===== config.mk =====
export PLATFORM = sky130hd
export DESIGN_NAME = sep_port
export DESIGN_NICKNAME = d
export VERILOG_FILES = /design/src/hdl/sep_pkg.sv /design/src/hdl/sep_port.sv
export SDC_FILE = /design/constraint.sdc
export NUM_CORES = 1
export LEC_CHECK = 0
export ABC_AREA = 1
export BUFFER_PORTS_ARGS = -buffer_cell sky130_fd_sc_hd__clkbuf_2
export CAP_MARGIN = 15
export CORE_MARGIN = 3
export CORE_UTILIZATION = 45
export DETAILED_ROUTE_END_ITERATION = 8
export PLACE_DENSITY = 0.59
export RECOVER_POWER = 100
export SYNTH_ARGS = -nofsm -noshare
export SYNTH_HDL_FRONTEND = slang
export SYNTH_SLANG_ARGS = --single-unit
export TNS_END_PERCENT = 5

===== constraint.sdc =====
create_clock -name clk -period 4.4 [get_ports clk]
set_clock_uncertainty 0.2 [all_clocks]
set_input_delay 0.22 -clock clk [delete_from_list [all_inputs] [get_ports clk]]
set_output_delay 0.22 -clock clk [all_outputs]
set_load 0.1 [all_outputs]

===== src/hdl/sep_pkg.sv =====
/*
 * Shared constants and types for the serial word memory command port.
 * Assumes a single 250 MHz system clock; all pin timing is sampled.
 */
package sep_pkg;

    localparam int          SEP_WORDS    = 16;
    localparam int          SEP_WIDTH    = 16;
    localparam int          SEP_ABITS    = 4;
    localparam int          SEP_FIFO_DEP = 2;

    // bits after the lead marker: opcode then address
    localparam logic [4:0]  HDR_LAST     = 5'h07;
    localparam logic [4:0]  DATA_LAST    = 5'h0F;
    localparam logic [4:0]  READ_LAST    = 5'h10;

    // upper opcode bits
    localparam logic [1:0]  OP_SPECIAL   = 2'h0;
    localparam logic [1:0]  OP_WRITE     = 2'h1;
    localparam logic [1:0]  OP_READ      = 2'h2;
    localparam logic [1:0]  OP_ERASE     = 2'h3;

    // lower opcode bits when the upper ones are zero
    localparam logic [1:0]  SUB_LOCK     = 2'h0;
    localparam logic [1:0]  SUB_WALL     = 2'h1;
    localparam logic [1:0]  SUB_EALL     = 2'h2;
    localparam logic [1:0]  SUB_UNLOCK   = 2'h3;

    localparam logic [15:0] ERASED_WORD  = 16'hFFFF;
    localparam logic        UNLOCK_RST   = 1'b0;

    typedef enum logic [4:0] {
        ST_IDLE = 5'h01,
        ST_HDR  = 5'h02,
        ST_DATA = 5'h04,
        ST_READ = 5'h08,
        ST_DONE = 5'h10
    } sep_state_e;

    typedef struct packed {
        logic        erase;
        logic        all;
        logic [3:0]  addr;
        logic [15:0] data;
    } sep_prog_s;

endpackage : sep_pkg


===== src/hdl/sep_port.sv =====
/*
 * Serial command port of a sixteen-word, 16-bit nonvolatile memory,
 * with a two-entry command buffer in front of the programming engine.
 * Assumes select, shift_clock and serial_in are asynchronous pins and
 * that shift_clock is far slower than clk.
 */
//
// Notes on behaviour
// nine-bit instruction: marker, opcode, address
// instruction begins with a one bit
// address opcodes decoded on upper two bits
// 0011 unlock, 0000 lock, 0010/0001 every word
// controller gives a clock before instruction
// serial output driven only during read
// read loads word, sends zero then data
// output changes only on shift clock rise
// programming only while unlocked, lock persists
// read works regardless of lock state
// erase starts at select fall, word ones
// write takes sixteen bits, stores word; the code ANDs the sixteen bits into the current word
// programming lasts while select stays low
// controller keeps pulse 10 to 30 ms; bench host holds 400 clk (1.6 us)
// controller raises select one clock afterwards
// memory changes only during programming
// erase every word sets all ones
// write every word stores to all; the code ANDs the data into each word
// clock may stop during programming pulse
// select low 1 us between instructions
// input sampled on clock rise, select high
// locked programming leaves memory unchanged
`timescale 1ns/1ps

module sep_fifo #(
    parameter int WIDTH = 8,
    parameter int DEPTH = 2
) (
    input  wire logic             clk,
    input  wire logic             arst_n,
    input  wire logic             in_valid,
    output logic                  in_ready,
    input  wire logic [WIDTH-1:0] in_data,
    output logic                  out_valid,
    input  wire logic             out_ready,
    output logic      [WIDTH-1:0] out_data
);
    localparam int PW = $clog2(DEPTH);

    if (DEPTH < 2 || (DEPTH & (DEPTH - 1)) != 0) begin : g_bad_depth
        $error("sep_fifo depth must be a power of two, at least two");
    end

    logic [WIDTH-1:0] mem [DEPTH];
    logic [PW-1:0]    wr_ptr;
    logic [PW-1:0]    rd_ptr;
    logic [PW:0]      count;
    logic [PW-1:0]    next_wr_ptr;
    logic [PW-1:0]    next_rd_ptr;
    logic [PW:0]      next_count;
    logic             push;
    logic             pop;

    assign in_ready  = (count != DEPTH[PW:0]);
    assign out_valid = (count != '0);
    assign out_data  = mem[rd_ptr];
    assign push      = in_valid & in_ready;
    assign pop       = out_valid & out_ready;

    always_comb begin
        next_wr_ptr = wr_ptr + PW'(push);
        next_rd_ptr = rd_ptr + PW'(pop);
        next_count  = count + (PW+1)'(push) - (PW+1)'(pop);
    end

    always_ff @(posedge clk or negedge arst_n) begin
        if (!arst_n) begin
            wr_ptr <= '0;
            rd_ptr <= '0;
            count  <= '0;
        end else begin
            wr_ptr <= next_wr_ptr;
            rd_ptr <= next_rd_ptr;
            count  <= next_count;
        end
    end

    // storage holds no control state, so it needs no reset
    always_ff @(posedge clk) begin
        if (push) begin
            mem[wr_ptr] <= in_data;
        end
    end
endmodule : sep_fifo

module sep_port
    import sep_pkg::*;
#(
    parameter int WORDS = SEP_WORDS,
    parameter int WIDTH = SEP_WIDTH
) (
    input  wire logic clk,
    input  wire logic arst_n,
    input  wire logic select,
    input  wire logic shift_clock,
    input  wire logic serial_in,
    output logic      serial_out,
    output logic      serial_out_oe_n,
    output logic      program_active
);
    if (WORDS != SEP_WORDS || WIDTH != SEP_WIDTH) begin : g_bad_geom
        $error("sep_port serves only sixteen 16-bit words");
    end

    if (HDR_LAST != 5'(2 * SEP_ABITS - 1) || DATA_LAST != 5'(WIDTH - 1)
        || READ_LAST != 5'(WIDTH)) begin : g_bad_count
        $error("sep_port bit counts disagree with the word geometry");
    end

    // pin synchronisers
    logic        sel_m, sel_s;
    logic        sk_m, sk_s, sk_d;
    logic        di_m, di_s;
    logic        sk_rise;

    always_ff @(posedge clk or negedge arst_n) begin
        if (!arst_n) begin
            sel_m <= 1'b0;
            sel_s <= 1'b0;
            sk_m  <= 1'b0;
            sk_s  <= 1'b0;
            sk_d  <= 1'b0;
            di_m  <= 1'b0;
            di_s  <= 1'b0;
        end else begin
            sel_m <= select;
            sel_s <= sel_m;
            sk_m  <= shift_clock;
            sk_s  <= sk_m;
            sk_d  <= sk_s;
            di_m  <= serial_in;
            di_s  <= di_m;
        end
    end

    // data sampled alongside the clock, same synchroniser depth
    assign sk_rise = sk_s & ~sk_d & sel_s;

    // command receiver
    sep_state_e  state, next_state;
    logic [4:0]  cnt, next_cnt;
    logic [6:0]  hdr, next_hdr;
    logic [15:0] shift, next_shift;
    logic        next_out, next_oe_n;
    logic        unlock, next_unlock;
    logic        pend, next_pend;
    sep_prog_s   cmd, next_cmd;
    logic [7:0]  full_hdr;

    logic        f_in_ready;
    logic        f_out_valid;
    logic        f_out_ready;
    sep_prog_s   f_out;

    logic [15:0] mem [SEP_WORDS];

    always_comb begin
        next_state  = state;
        next_cnt    = cnt;
        next_hdr    = hdr;
        next_shift  = shift;
        next_out    = serial_out;
        next_oe_n   = serial_out_oe_n;
        next_unlock = unlock;
        next_pend   = pend;
        next_cmd    = cmd;
        full_hdr    = {hdr, di_s};
        // command leaves for the engine once select has fallen
        if (pend && !sel_s && f_in_ready) begin
            next_pend = 1'b0;
        end
        // released output keeps its bit: only a counted rise moves it
        if (!sel_s) begin
            next_state = ST_IDLE;
            next_oe_n  = 1'b1;
        end else if (sk_rise) begin
            case (state)
                ST_IDLE: begin
                    // leading zeros are idle clocks, not instruction bits
                    if (di_s) begin
                        next_state = ST_HDR;
                        next_cnt   = '0;
                        next_pend  = 1'b0;
                    end
                end
                ST_HDR: begin
                    next_hdr = full_hdr[6:0];
                    next_cnt = cnt + 5'h01;
                    if (cnt == HDR_LAST) begin
                        next_cnt      = '0;
                        next_state    = ST_DONE;
                        next_cmd.addr = full_hdr[3:0];
                        next_cmd.data = ERASED_WORD;
                        next_cmd.all  = 1'b0;
                        case (full_hdr[7:6])
                            OP_READ: begin
                                next_shift = mem[full_hdr[3:0]];
                                next_out   = 1'b0;
                                next_oe_n  = 1'b0;
                                next_state = ST_READ;
                            end
                            OP_WRITE: begin
                                next_cmd.erase = 1'b0;
                                next_state     = ST_DATA;
                            end
                            OP_ERASE: begin
                                next_cmd.erase = 1'b1;
                                next_pend      = unlock;
                            end
                            default: begin
                                case (full_hdr[5:4])
                                    SUB_UNLOCK: next_unlock = 1'b1;
                                    SUB_LOCK:   next_unlock = 1'b0;
                                    SUB_EALL: begin
                                        next_cmd.erase = 1'b1;
                                        next_cmd.all   = 1'b1;
                                        next_pend      = unlock;
                                    end
                                    default: begin
                                        next_cmd.erase = 1'b0;
                                        next_cmd.all   = 1'b1;
                                        next_state     = ST_DATA;
                                    end
                                endcase
                            end
                        endcase
                    end
                end
                ST_DATA: begin
                    next_cmd.data = {cmd.data[14:0], di_s};
                    next_cnt      = cnt + 5'h01;
                    if (cnt == DATA_LAST) begin
                        next_pend  = unlock;
                        next_state = ST_DONE;
                    end
                end
                ST_READ: begin
                    // one bit per shift clock rise, msb first
                    next_out   = shift[15];
                    next_shift = {shift[14:0], 1'b0};
                    next_cnt   = cnt + 5'h01;
                    if (cnt == READ_LAST) begin
                        next_oe_n  = 1'b1;
                        next_out   = 1'b0;
                        next_state = ST_DONE;
                    end
                end
                // rises after a whole instruction wait for select to fall
                ST_DONE: next_state = ST_DONE;
                default: next_state = ST_IDLE;
            endcase
        end
    end

    always_ff @(posedge clk or negedge arst_n) begin
        if (!arst_n) begin
            state           <= ST_IDLE;
            cnt             <= '0;
            hdr             <= '0;
            shift           <= '0;
            serial_out      <= 1'b0;
            serial_out_oe_n <= 1'b1;
            unlock          <= UNLOCK_RST;
            pend            <= 1'b0;
            cmd             <= '0;
        end else begin
            state           <= next_state;
            cnt             <= next_cnt;
            hdr             <= next_hdr;
            shift           <= next_shift;
            serial_out      <= next_out;
            serial_out_oe_n <= next_oe_n;
            unlock          <= next_unlock;
            pend            <= next_pend;
            cmd             <= next_cmd;
        end
    end

    sep_fifo #(
        .WIDTH ($bits(sep_prog_s)),
        .DEPTH (SEP_FIFO_DEP)
    ) u_cmd_fifo (
        .clk       (clk),
        .arst_n    (arst_n),
        .in_valid  (pend & ~sel_s),
        .in_ready  (f_in_ready),
        .in_data   (cmd),
        .out_valid (f_out_valid),
        .out_ready (f_out_ready),
        .out_data  (f_out)
    );

    // programming engine: stalls the buffer while a pulse runs
    logic        next_active;
    logic [15:0] next_mem [SEP_WORDS];
    logic        take;

    // an entry whose select low was too short to start a pulse is
    // dropped once select rises, so a later select fall never replays it
    assign f_out_ready = ~program_active;
    assign take        = f_out_valid & f_out_ready & ~sel_s;

    always_comb begin
        next_active = program_active;
        next_mem    = mem;
        // the device does not time the pulse: select rising ends it
        if (program_active && sel_s) begin
            next_active = 1'b0;
        end
        if (take) begin
            next_active = 1'b1;
            for (int i = 0; i < SEP_WORDS; i++) begin
                if (f_out.all || f_out.addr == 4'(i)) begin
                    // cells only lose charge on write, so unerased bits stay
                    next_mem[i] = f_out.erase ? ERASED_WORD
                                              : (mem[i] & f_out.data);
                end
            end
        end
    end

    // contents model the erased array state after reset
    always_ff @(posedge clk or negedge arst_n) begin
        if (!arst_n) begin
            program_active <= 1'b0;
            for (int i = 0; i < SEP_WORDS; i++) begin
                mem[i] <= ERASED_WORD;
            end
        end else begin
            program_active <= next_active;
            mem            <= next_mem;
        end
    end
endmodule : sep_port


# Word level (Yosys, flattened, before mapping)
# Memories as Yosys holds them, arrays and structs flattened.
# Cells that the tools add are included.
[word_totals]
register_bits = 327
ram_bits = 44
n_memories = 1
[op_classes]
addsub = 5
n_lt_le_gt_ge = 1
n_eq_ne = 40
muxes = 61
n_bitwise = 28
reduce_logical = 58
[mem_list]
columns = ["memory", "depth", "word_bits", "read_ports", "rd_ports_with_merged_regs", "wr", "line", "rtl"]
rows = [
  ["u_cmd_fifo.mem", 2, 22, 1, 0, 1, "sep_port.sv:52", "logic [WIDTH-1:0] mem [DEPTH];"],
]
[ops]
columns = ["op", "n"]
rows = [
  ["$mux 16", 21],
  ["$and 16x16->16", 16],
  ["$bmux 16 s4", 1],
  ["$pmux 16 s2", 2],
  ["$mux 5", 9],
  ["$eq 4x4->1 const B", 8],
  ["$reduce_and 2->1", 16],
  ["$pmux 5 s3", 2],
  ["$pmux 5 s5", 1],
  ["$mux 1", 18],
  ["$eq 4x3->1 const B", 4],
  ["$logic_or 1x1->1", 16],
  ["$reduce_and 5->1", 3],
  ["$ne 3x3->1 const B", 4],
  ["$reduce_and 4->1", 3],
  ["$reduce_and 6->1", 2],
  ["$eq 5x3->1 const B", 2],
  ["$eq 5x4->1 const B", 2],
  ["$eq 5x5->1 const B", 2],
  ["$reduce_bool 2->1", 5],
  ["$eq 2x2->1 const B", 4],
  ["$eq 4x2->1 const B", 2],
  ["$pmux 1 s2", 4],
  ["$and 1x1->1", 6],
  ["other kinds (25)", 40],
]

# Logic depth before layout (Yosys ltp)
# Gate-level depths: netlist of run 1.
[depth]
depth_word = 10
mapped_depth = 13
mapped_depth_nobuf = 13

# Hierarchy
# Synthesis of run 1 repeated with hierarchy kept, for this count alone.
[unflattened]
cells_unflattened = 2194
area_unflattened_um2 = 17695.7
[modules_own_cells]
columns = ["mod", "n_inst", "cells_per_inst", "area_each_um2", "seq_area_each_um2"]
rows = [
  ["sep_port", 1, 2048, 15874.0, 8405.6],
  ["sep_fifo", 1, 146, 1821.7, 1421.4],
]

# Worst setup path before layout of run 1
# Ideal clock, no wire load.
[synth_path]
path_type = "reg2reg"
from = "reg program_active"
to = "reg mem[182] (netlist bit)"
t_arrival_ps = 2045
required_ps = 4113
path_slack_ps = 2068
stages_incl_launch_ff = 8
synth_period_minus_slack_ps = 2332
cell_sequence = "dfrtp_1 inv_1 o21ai_1 nor2_1 buf_2 nand3_2 clkbuf_1 nand2_1"
[synth_between]
elab_chain_len = 4
[synth_rtl]
columns = ["item", "line", "rtl"]
rows = [
  ["start, declared", "sep_port.sv:107", "output logic program_active"],
  ["start signal, assigned", "sep_port.sv:338", "program_active <= next_active;"],
  ["$not 1->1", "sep_port.sv:308", "assign f_out_ready = ~program_active;"],
  ["$and 1x1->1 (2 in series)", "sep_port.sv:309", "assign take = f_out_valid & f_out_ready & ~sel_s;"],
  ["$reduce_and 2->1 (no source line)", "-", ""],
  ["end signal, assigned", "sep_port.sv:339", "mem <= next_mem;"],
  ["end, declared", "sep_port.sv:163", "logic [15:0] mem [SEP_WORDS];"],
]
# No other way between the ends.
# A chain may end at the register's enable or synchronous reset.

# Final worst setup path of run 1
[layout_path]
from = "reg program_active"
to = "reg mem[251] (netlist bit)"
# Same word-level chain as after synthesis.

==> out/metrics.csv, run 1 <==
stage,metric,value,unit
detailed_routing,vias_per_cell,5.35,
timing,tightest_slew,2630,ps
global_route,first_global_vias,13100,
timing,fmax,297,MHz
die,row_count,71,
detailed_routing,routedWlPerCell,19.1,µm
clock_network,htreeDepth,2,
clock_network,holdBufCountCts,4,
critical_path,cp.arrival,3640,ps
global_route,antenna_found_initial,0,
detailed_routing,first_pass_iters,7,
clock_network,clk_latency,560,ps
power_and_ir_drop,power.density,742,nW/µm²
timing,min_period,3370,ps
timing,slew_viol_final,100,
clock_network,clock_sinks,371,
detailed_routing,vias,13600,
clock_network,clockBufferDepth,3,
critical_path,cp-end-kind,flop,
global_route,grt_max_degree,133,
worst_hold_path,hold_depth,2,
placement,dp_cells,2466,
layout,stdcell_area,19200,µm²
timing,setup_violations,0,
global_route,grt_pass1_wl,77.4,mm
critical_path,worstSetupPathType,reg2reg,
detailed_routing,drtIter0Drc,1114,
placement,gp_congestion,0.867,
clock_network,root_buffer,clkbuf_16,
layout,fin_cells,2545,
die,die_area,41200,µm²
die,die_x,203,µm
logic_synthesis,yosys.cell_types.count,37,
critical_path,startpoint_type,flop,
die,die_h,203,µm
critical_path,crit_required,4680,ps
layout,final_cell_mix,"nand2_1 (768), dfstp_2 (257), nand3_1 (163)",
run,drv_cap,1,
status,outcome,"complete, but fails checks",
global_route,track_usage,24.1,%
placement,placed_area,17800,µm²
detailed_routing,drc_errors,0,
die,start_util,46.0,%
detailed_routing,wl,48.5,mm
clock_network,cts_tree,built,
detailed_routing,ant_nets,0,
clock_network,clk_pin_slew,60,ps
clock_network,numCtsBuffers,41,
power_and_ir_drop,p_leak,9.03,nW
logic_synthesis,yosys_warnings,0,
logic_synthesis,avgSynthCellArea,8.51,µm²
die,io_pins,8,
power_and_ir_drop,power,14.2,mW
logic_synthesis,synthesis.area,17500,µm²
timing,min_period_over_period,76.5,%
global_route,grt_overflow,0,
logic_synthesis,syn_inst,2051,
placement,dp_hpwl,28.8,mm
timing,hold_ws,109,ps
power_and_ir_drop,ir_drop,480,µV
clock_network,postCtsSetupRepairBufs,0,
critical_path,worst-r2r-cell-count,6,
clock_network,ctsResizeCount,0,
logic_synthesis,ys_seq_elements,371,
timing,slew_headroom,-75.1,%
logic_synthesis,synth.net_count,2070,
logic_synthesis,yosysSeqAreaShare,56.3,%
layout,nets,2021,
timing,tns,0,ps
layout,final_common_cell,nand2_1,
worst_hold_path,hp-class,in2reg,
critical_path,cp_max_fo,19,
status,violations,"max-capacitance violations, max-slew violations",
placement,port_buffers,7,
layout,drive_above_1_share,19.9,%
timing,hold_viol_final,0,
timing,rsz0062_at_grt,no,
die,core-area,37900,µm²
layout,synthToLayoutAreaGrowth,9.83,%
==> synth_stat cells (all sizes together) <==
cell type  instances  area, µm²
ha                14        175
buf               69        342
inv               95        357
o21ai            322       1680
o211ai             2       15.0
dfstp            258       6780
nand2            788       3010
clkbuf            52        195
a21oi              4       20.0
xnor2              3       26.3
nor3               3       20.0
a22oi             16        120
nand3b             1       7.51
mux2              17        195
clkinv             2       7.51
mux2i              1       22.5
nor2             118        483
edfxtp            44       1320
dfrtp             69       1730
xor2               2       17.5
nand3            163        881
a211oi             1       7.51
nand4              5       31.3
o31ai              2       15.0
==> stage by stage <==
stage               utilization [%]  setup WS (ps)
floorplan                         -           2070
finish                         50.5           1030
global placement               47.0           1770
detailed placement             47.0           1700
CTS                            50.8           1700
global route                   50.5            838
==> power by group <==
part / switching [mW] / internal, mW
Sequential: 0.683 / 5.79
Combinational: 2.84 / 1.27
Clock: 1.41 / 2.22
Total: 4.93 / 9.29
==> critical path: stages (launching register included) <==
cell,delay [ps]
dfrtp_1,380
inv_1,70
o21ai_0,310
nor2_4,570
clkbuf_1,610
nand3_1,850
nand2_1,290
==> cell type report <==
class	count	area, µm²
Tap cell	511	639
Sequential cell	371	9830
Antenna cell	2	5.00
Timing Repair Buffer	29	254
Clock buffer	57	1180
Fill cell	3600	18800
Clock inverter	16	235
Multi-Input combinational cell	1462	6660
Inverter	97	367
==> worst paths after layout <==
check / start / to / slack (ps)
setup reg to reg: program_active$_DFFE_PN0P_ / mem[251]$_DFFE_PN1P_ / 1030
hold reg to reg: sk_m$_DFF_PN0_ / sk_s$_DFF_PN0_ / 150
max in group asynchronous: arst_n / mem[210]$_DFFE_PN1P_ / 1510
hold / removal: shift_clock / sk_m$_DFF_PN0_ / 110
min in group asynchronous: arst_n / shift[7]$_DFFE_PN0P_ / 860
setup / recovery: program_active$_DFFE_PN0P_ / mem[251]$_DFFE_PN1P_ / 1030
==> kinds of logic (layout without fill, tap and decap cells) <==
kind of cell	Yosys count	count (layout)	share of synthesized area (%)
compound gates	347	347	10.6
xor+xnor	5	5	0.251
fa+ha+maj	14	14	1.00
buf+inv	218	199	5.16
flops	371	371	56.3
mux	18	18	1.25
other cells	0	2	0
simple gates	1078	1078	25.4
==> state kept, by name (all words and copies together), names as in the netlist, 2 cells and up <==
| signal | cells |
|---|---|
| mem | 256 |
| u_cmd_fifo.mem | 44 |
| state | 5 |
| cnt | 5 |
| hdr | 7 |
| shift | 16 |
| u_cmd_fifo.count | 2 |
| cmd | 22 |
==> layer usage <==
metal,up-vias,wire (µm),GRT usage [%]
met3,70,2810,4.38
met5,-,0,0
met1,6645,22700,35.1
met4,0,1360,7.13
li1,6540,-,-
met2,357,21600,36.9
No activity file was read; power rests on OpenSTA's default activity.
==> run 2, diff against run 1 <==
--- a/config.mk
+++ b/config.mk
@@ -5,13 +5,13 @@
 export SDC_FILE = /design/constraint.sdc
 export NUM_CORES = 1
 export LEC_CHECK = 0
-export ABC_AREA = 1
+export ABC_AREA = 0
 export BUFFER_PORTS_ARGS = -buffer_cell sky130_fd_sc_hd__clkbuf_2
 export CAP_MARGIN = 15
 export CORE_MARGIN = 3
 export CORE_UTILIZATION = 45
 export DETAILED_ROUTE_END_ITERATION = 8
-export PLACE_DENSITY = 0.59
+export PLACE_DENSITY = 0.61
 export RECOVER_POWER = 100
 export SYNTH_ARGS = -nofsm -noshare
 export SYNTH_HDL_FRONTEND = slang
==> constraint.sdc (replaced) <==
create_clock -name clk -period 3 [get_ports clk]
set_clock_uncertainty 0.2 [all_clocks]
set_input_delay 0.15 -clock clk [delete_from_list [all_inputs] [get_ports clk]]
set_output_delay 0.15 -clock clk [all_outputs]
set_load 0.1 [all_outputs]
==> out/metrics.csv, run 2 <==
stage,metric,value,unit,change
die,row_count,70,,was 71
layout,stdcell_area,18600,µm²,was 19200 µm²
critical_path,startpoint_type,flop,,unchanged
layout,fillers,3295,,was 3600
die,die_area,39700,µm²,was 41200 µm²
power_and_ir_drop,p_leak,7.50,nW,was 9.03 nW
detailed_routing,ant_nets,0,,unchanged
status,outcome,finished clean,,"was complete, but fails checks"
timing,tns,0,ps,unchanged
clock_network,htreeDepth,2,,unchanged
power_and_ir_drop,power.density,998,nW/µm²,was 742 nW/µm²
worst_hold_path,holdPathEnd,sel_m$_DFF_PN0_,,was sk_m$_DFF_PN0_
clock_network,cts_tree,built,,unchanged
timing,tightest_slew,1370,ps,was 2630 ps
placement,dp_cells,1921,,was 2466
layout,final_common_cell,o21ai_0,,was nand2_1
clock_network,root_buffer,clkbuf_16,,unchanged
placement,placed_area,17300,µm²,was 17800 µm²
global_route,grt_overflow,0,,unchanged
power_and_ir_drop,ir_drop,495,µV,was 480 µV
timing,min_period,2750,ps,was 3370 ps
timing,fmax,364,MHz,was 297 MHz
die,die_x,199,µm,was 203 µm
critical_path,cp_max_fo,16,,was 19
logic_synthesis,yosys.area.top_type,dfstp_2,,unchanged
global_route,first_global_vias,11600,,was 13100
layout,final_cell_mix,"o21ai_0 (282), nand2_1 (274), dfstp_2 (258)",,"was nand2_1 (768), dfstp_2 (257), nand3_1 (163)"
placement,gp_congestion,0.869,,was 0.867
global_route,track_usage,22.0,%,was 24.1%
detailed_routing,vias,11600,,was 13600
critical_path,worst_path_largest_cell_delay,580,ps,was 850 ps
placement,port_buffers,7,,unchanged
detailed_routing,drc_errors,0,,unchanged
layout,nets,1520,,was 2021
layout,largest_reg_flops,256,,unchanged
logic_synthesis,synth_area_leaders,"dfstp_2 (40%), dfrtp_1 (10%), o21ai_0 (8.1%)",,"was dfstp_2 (39%), nand2_1 (16%), dfrtp_1 (9.9%)"
clock_network,numCtsBuffers,41,,unchanged
logic_synthesis,yosys_warnings,0,,unchanged
timing,hold_viol_final,0,,unchanged
layout,top_regs,"mem (256), u_cmd_fifo.mem (44), cmd (22)",,unchanged
critical_path,worst-r2r-cell-count,4,,was 6
logic_synthesis,yosysSeqAreaShare,58.5,%,was 56.3%
detailed_routing,drtIter0Drc,1039,,was 1114
die,start_util,45.8,%,was 46.0%
die,die_h,199,µm,was 203 µm
logic_synthesis,synthFlopType,dfstp_2,,unchanged
critical_path,critPathSlowestCell,nor3b_1,,was nand3_1
placement,pre_cts_ws,471,ps,was 1700 ps
global_route,grt_pass1_wl,68.0,mm,was 77.4 mm
timing,min_period_over_period,91.7,%,was 76.5%
placement,dp_hpwl,26.0,mm,was 28.8 mm
run,drv_cap,0,,was 1
critical_path,worstSetupPathType,reg2reg,,unchanged
logic_synthesis,ys_seq_elements,371,,unchanged
die,io_pins,8,,unchanged
worst_hold_path,hold_depth,2,,unchanged
critical_path,crit_required,3220,ps,was 4680 ps
detailed_routing,vias_per_cell,5.81,,was 5.35
detailed_routing,first_pass_iters,5,,was 7
critical_path,cp-end-kind,flop,,unchanged
layout,n_antenna_cell,0,,was 2
logic_synthesis,synth.net_count,1535,,was 2070
die,core-area,36700,µm²,was 37900 µm²
logic_synthesis,synth-edff-count,44,,unchanged
critical_path,r2r_setup_slack,250,ps,was 1030 ps
timing,slew_viol_final,0,,was 100
timing,hold_ws,67.7,ps,was 109 ps
critical_path,reg2reg_to,cmd[12]$_DFFE_PN0P_,,was mem[251]$_DFFE_PN1P_
clock_network,clk_pin_slew,60,ps,about the same
logic_synthesis,ys_async_sr_fraction,88.1,%,unchanged
clock_network,clock_sinks,371,,unchanged
timing,finalWorstSetupSlack,249,ps,was 1030 ps
timing,rsz0062_at_grt,no,,unchanged
logic_synthesis,syn_inst,1516,,was 2051
clock_network,clk_latency,530,ps,was 560 ps
clock_network,clockBufferDepth,3,,unchanged
layout,top_register,mem,,unchanged
critical_path,path_buf_inv,0,,was 2
logic_synthesis,avgSynthCellArea,11.1,µm²,was 8.51 µm²
timing,setup_violations,0,,unchanged
timing,slew_headroom,8.66,%,was -75.1%
critical_path,path_cells,or3_4 -> nor3b_1 -> nand3_2 -> o22a_1,,was inv_1 -> o21ai_0 -> nor2_4 -> clkbuf_1 -> nand3_1 -> nand2_1
logic_synthesis,yosys.cell_types.count,64,,was 37
critical_path,path_delay_family,simple AND/OR/NAND/NOR gates,,unchanged
detailed_routing,routedWlPerCell,21.4,µm,was 19.1 µm
critical_path,cp.arrival,2970,ps,was 3640 ps
clock_network,ctsResizeCount,0,,unchanged
global_route,antenna_found_initial,0,,unchanged
logic_synthesis,yosysTopAreaCellShare,40.3,%,was 38.8%
layout,drive_above_1_share,27.0,%,was 19.9%
worst_hold_path,hp-class,in2reg,,unchanged
worst_hold_path,worstHoldStart,select,,was shift_clock
layout,synthToLayoutAreaGrowth,10.4,%,was 9.83%
detailed_routing,wl,42.8,mm,was 48.5 mm
layout,fin_cells,1999,,was 2545
logic_synthesis,synthesis.area,16800,µm²,was 17500 µm²
critical_path,r2r_start,state[1]$_DFFE_PN0P_,,was program_active$_DFFE_PN0P_
logic_synthesis,synth.top_cells.by_count,"nand2_1 (273), o21ai_0 (273), dfstp_2 (258)",,"was nand2_1 (767), dfstp_2 (258), o21ai_1 (157)"
global_route,grt_max_degree,104,,was 133
==> run 2: per-stage QoR <==
step | util (%) | total power, mW
final | 50.6 | 18.5
after global routing | 50.6 | 19.7
after CTS | 51.0 | 18.7
after detailed placement | 47.1 | 13.6
after global placement | 47.1 | 13.4
after floorplan | - | 12.0
==> run 2: layout make-up <==
type	instances	area, µm²	share of cell area (%)
tap	468	586	3.16
clock buffer	61	1210	6.54
timing repair buffer	60	452	2.43
sequential	371	9830	53.0
multi-input combinational	1012	6270	33.8
clock inverter	12	144	0.775
inverter	15	56.3	0.303
==> run 2: timing repair <==
| item | 4_1_cts | 5_1_grt |
|---|---|---|
| hold buffers | 5 | 0 |
| buffers inserted | 0 | 0 |
| endpoints found under the hold margin | 76 | 0 |
==> run 2: worst reg2reg max path: cells and delay by family, from the launching register on <==
family	cells	cell delay (ps)
and+or+nand+nor	3	1560
DFF	1	530
AOI/OAI and AO/OA	1	340
==> run 2: cells by family after synthesis <==
logic type | count (synthesis) | synth area share [%]
flops | 371 | 58.5
fa+ha+maj | 14 | 1.04
mux | 158 | 9.91
buf+inv | 133 | 3.96
simple gates | 395 | 10.6
xor+xnor | 5 | 0.261
compound gates | 440 | 15.8
==> run 2: layer usage <==
layer,wire length [µm],track usage [%]
met2,18900,33.0
met1,20000,33.3
met5,0,0
met4,1160,6.40
met3,2690,3.37
==> run 2: power breakdown <==
part,internal [mW],switching (mW)
Clock,3.05,1.97
Combinational,1.57,2.87
Sequential,8.17,0.875
Total,12.8,5.72
==> run 2: worst max path at each step <==
stage	from	endpoint	slack, ps	cells past startpoint
floorplan	program_active$_DFFE_PN0P_	mem[10]$_DFFE_PN1P_	580	7
global placement	state[1]$_DFFE_PN0P_	shift[5]$_DFFE_PN0P_	540	5
detailed placement	u_cmd_fifo.rd_ptr$_DFF_PN0_	mem[153]$_DFFE_PN1P_	470	4
CTS	u_cmd_fifo.rd_ptr$_DFF_PN0_	mem[153]$_DFFE_PN1P_	470	4
global route	state[1]$_DFFE_PN0P_	serial_out$_DFFE_PN0P_	140	6
finish	state[1]$_DFFE_PN0P_	cmd[12]$_DFFE_PN0P_	250	4
==> run 3, diff against run 2 <==
--- a/config.mk
+++ b/config.mk
@@ -13,6 +13,7 @@
 export DETAILED_ROUTE_END_ITERATION = 8
 export PLACE_DENSITY = 0.61
 export RECOVER_POWER = 100
+export SETUP_SLACK_MARGIN = 0.5
 export SYNTH_ARGS = -nofsm -noshare
 export SYNTH_HDL_FRONTEND = slang
 export SYNTH_SLANG_ARGS = --single-unit
==> out/metrics.csv, run 3 (synthesized netlist as in run 2, its figures left out) <==
stage,metric,value,unit,change
detailed_routing,wl,42.6,mm,was 42.8 mm
clock_network,clk_latency,540,ps,was 530 ps
global_route,antenna_found_initial,0,,unchanged
die,die_x,199,µm,unchanged
global_route,grt_overflow,0,,unchanged
clock_network,postCtsSetupRepairBufs,0,,unchanged
timing,slew_viol_final,0,,unchanged
clock_network,clockBufferDepth,3,,unchanged
layout,top_register,mem,,unchanged
critical_path,worstSetupPathType,reg2reg,,unchanged
timing,rsz0062_at_grt,yes,,was no
timing,tightest_slew,1180,ps,was 1370 ps
timing,hold_viol_final,0,,unchanged
power_and_ir_drop,p_clk_share,27.2,%,about the same
die,die_h,199,µm,unchanged
layout,drive_above_1_share,27.0,%,unchanged
critical_path,cp-end-kind,flop,,unchanged
detailed_routing,routedWlPerCell,21.3,µm,was 21.4 µm
global_route,first_global_vias,11600,,about the same
timing,hold_ws,63.6,ps,was 67.7 ps
clock_network,clk_pin_slew,60,ps,about the same
layout,nets,1520,,unchanged
timing,fmax,384,MHz,was 364 MHz
clock_network,numCtsBuffers,41,,unchanged
layout,final_cell_mix,"o21ai_0 (283), nand2_1 (274), dfstp_2 (258)",,"was o21ai_0 (282), nand2_1 (274), dfstp_2 (258)"
worst_hold_path,hp-class,in2reg,,unchanged
power_and_ir_drop,power.density,996,nW/µm²,was 998 nW/µm²
power_and_ir_drop,p_switching,5.72,mW,about the same
clock_network,clock_sinks,371,,unchanged
die,core-area,36700,µm²,unchanged
global_route,grt_pass1_wl,67.8,mm,was 68.0 mm
die,row_count,70,,unchanged
placement,dp_hpwl,26.0,mm,unchanged
timing,min_period,2600,ps,was 2750 ps
die,start_util,45.8,%,unchanged
placement,gp_congestion,0.869,,unchanged
layout,synthToLayoutAreaGrowth,10.6,%,was 10.4%
timing,setup_violations,0,,unchanged
detailed_routing,drc_errors,0,,unchanged
status,outcome,finished clean,,unchanged
power_and_ir_drop,p_int,12.8,mW,about the same
die,io_pins,8,,unchanged
clock_network,cts_tree,built,,unchanged
power_and_ir_drop,ir_drop,499,µV,was 495 µV
detailed_routing,drtIter0Drc,1031,,was 1039
critical_path,crit_required,3240,ps,was 3220 ps
power_and_ir_drop,p_leak,7.51,nW,was 7.50 nW
timing,slew_headroom,21.9,%,was 8.66%
clock_network,htreeDepth,2,,unchanged
critical_path,cp.arrival,2850,ps,was 2970 ps
global_route,track_usage,21.9,%,was 22.0%
critical_path,cp_max_fo,12,,was 16
detailed_routing,ant_nets,0,,unchanged
layout,final_common_cell,o21ai_0,,unchanged
detailed_routing,vias,11600,,about the same
run,drv_cap,0,,unchanged
critical_path,startpoint_type,flop,,unchanged
power_and_ir_drop,combPwrFrac,24.0,%,about the same
power_and_ir_drop,seqPwrFrac,48.9,%,about the same
layout,n_antenna_cell,0,,unchanged
die,die_area,39700,µm²,unchanged
detailed_routing,first_pass_iters,6,,was 5
detailed_routing,vias_per_cell,5.81,,about the same
layout,top_regs,"mem (256), u_cmd_fifo.mem (44), cmd (22)",,unchanged
placement,port_buffers,7,,unchanged
global_route,grt_max_degree,104,,unchanged
timing,tns,0,ps,unchanged
clock_network,root_buffer,clkbuf_16,,unchanged
layout,largest_reg_flops,256,,unchanged
power_and_ir_drop,p_sw_share,30.9,%,about the same
timing,min_period_over_period,86.8,%,was 91.7%
-- run 3: final timing paths --
path	cells past startpoint	slack, ps	start	end
worst max-delay path	5	400	state[4]$_DFFE_PN0P_	cnt[3]$_DFFE_PN0P_
worst min-delay path	2	60	shift_clock	sk_m$_DFF_PN0_
worst max register to register	5	400	state[4]$_DFFE_PN0P_	cnt[3]$_DFFE_PN0P_
worst min register to register	0	140	sk_m$_DFF_PN0_	sk_s$_DFF_PN0_
max in group asynchronous	4	570	arst_n	shift[11]$_DFFE_PN0P_
min in group asynchronous	3	480	arst_n	sel_m$_DFF_PN0_
-- run 3: worst max-delay path, stage by stage (launching register included) --
cell      delay (ps)
dfrtp_1          500
or3_1            520
nor2_1           440
a21oi_1          250
or4_1            500
o211ai_1          90
-- run 3: layout make-up --
type / instances / area (µm²)
flip-flops and latches: 371 / 9830
fillers: 3290 / 18100
inverters: 15 / 56.3
repair buffers: 60 / 469
clock inverters: 12 / 144
well taps: 468 / 586
clock buffers: 61 / 1210
multi-input cells: 1012 / 6280
-- run 3: stage by stage --
| stage | std cells | total power, mW | cell area [µm²] | util (%) | worst slack, ps |
|---|---|---|---|---|---|
| floorplan | 1516 | 12.0 | 16800 | - | 576 |
| global placement | 1921 | 13.4 | 17300 | 47.1 | 537 |
| detailed placement | 1921 | 13.6 | 17300 | 47.1 | 471 |
| CTS | 1999 | 18.7 | 18700 | 50.9 | 484 |
| global route | 1999 | 19.7 | 18600 | 50.6 | 192 |
| finish | 1999 | 18.5 | 18600 | 50.6 | 395 |
-- run 3: routing by layer --
layer	routed length [µm]	vias to the layer above	GRT usage, %
li1	-	5366	-
met1	20100	5849	32.8
met2	18800	319	33.0
met3	2470	77	3.64
met4	1250	0	6.40
met5	0	-	0
-- run 3: power groups by stage --
stage	Combinational, mW	Sequential (mW)	Clock (mW)
6_report	4.43	9.05	5.03
5_1_grt	5.06	9.30	5.39
4_1_cts	4.50	9.04	5.15
3_5_place_dp	4.47	9.11	0
3_3_place_gp	4.35	9.03	0
2_1_floorplan	3.21	8.84	0
-- run 3: repair_timing --
item | CTS | global route
gates resized for setup | 1 | 3
hold endpoints to repair | 76 | 0
setup endpoints to repair | 15 | 96
hold buffers | 5 | 0
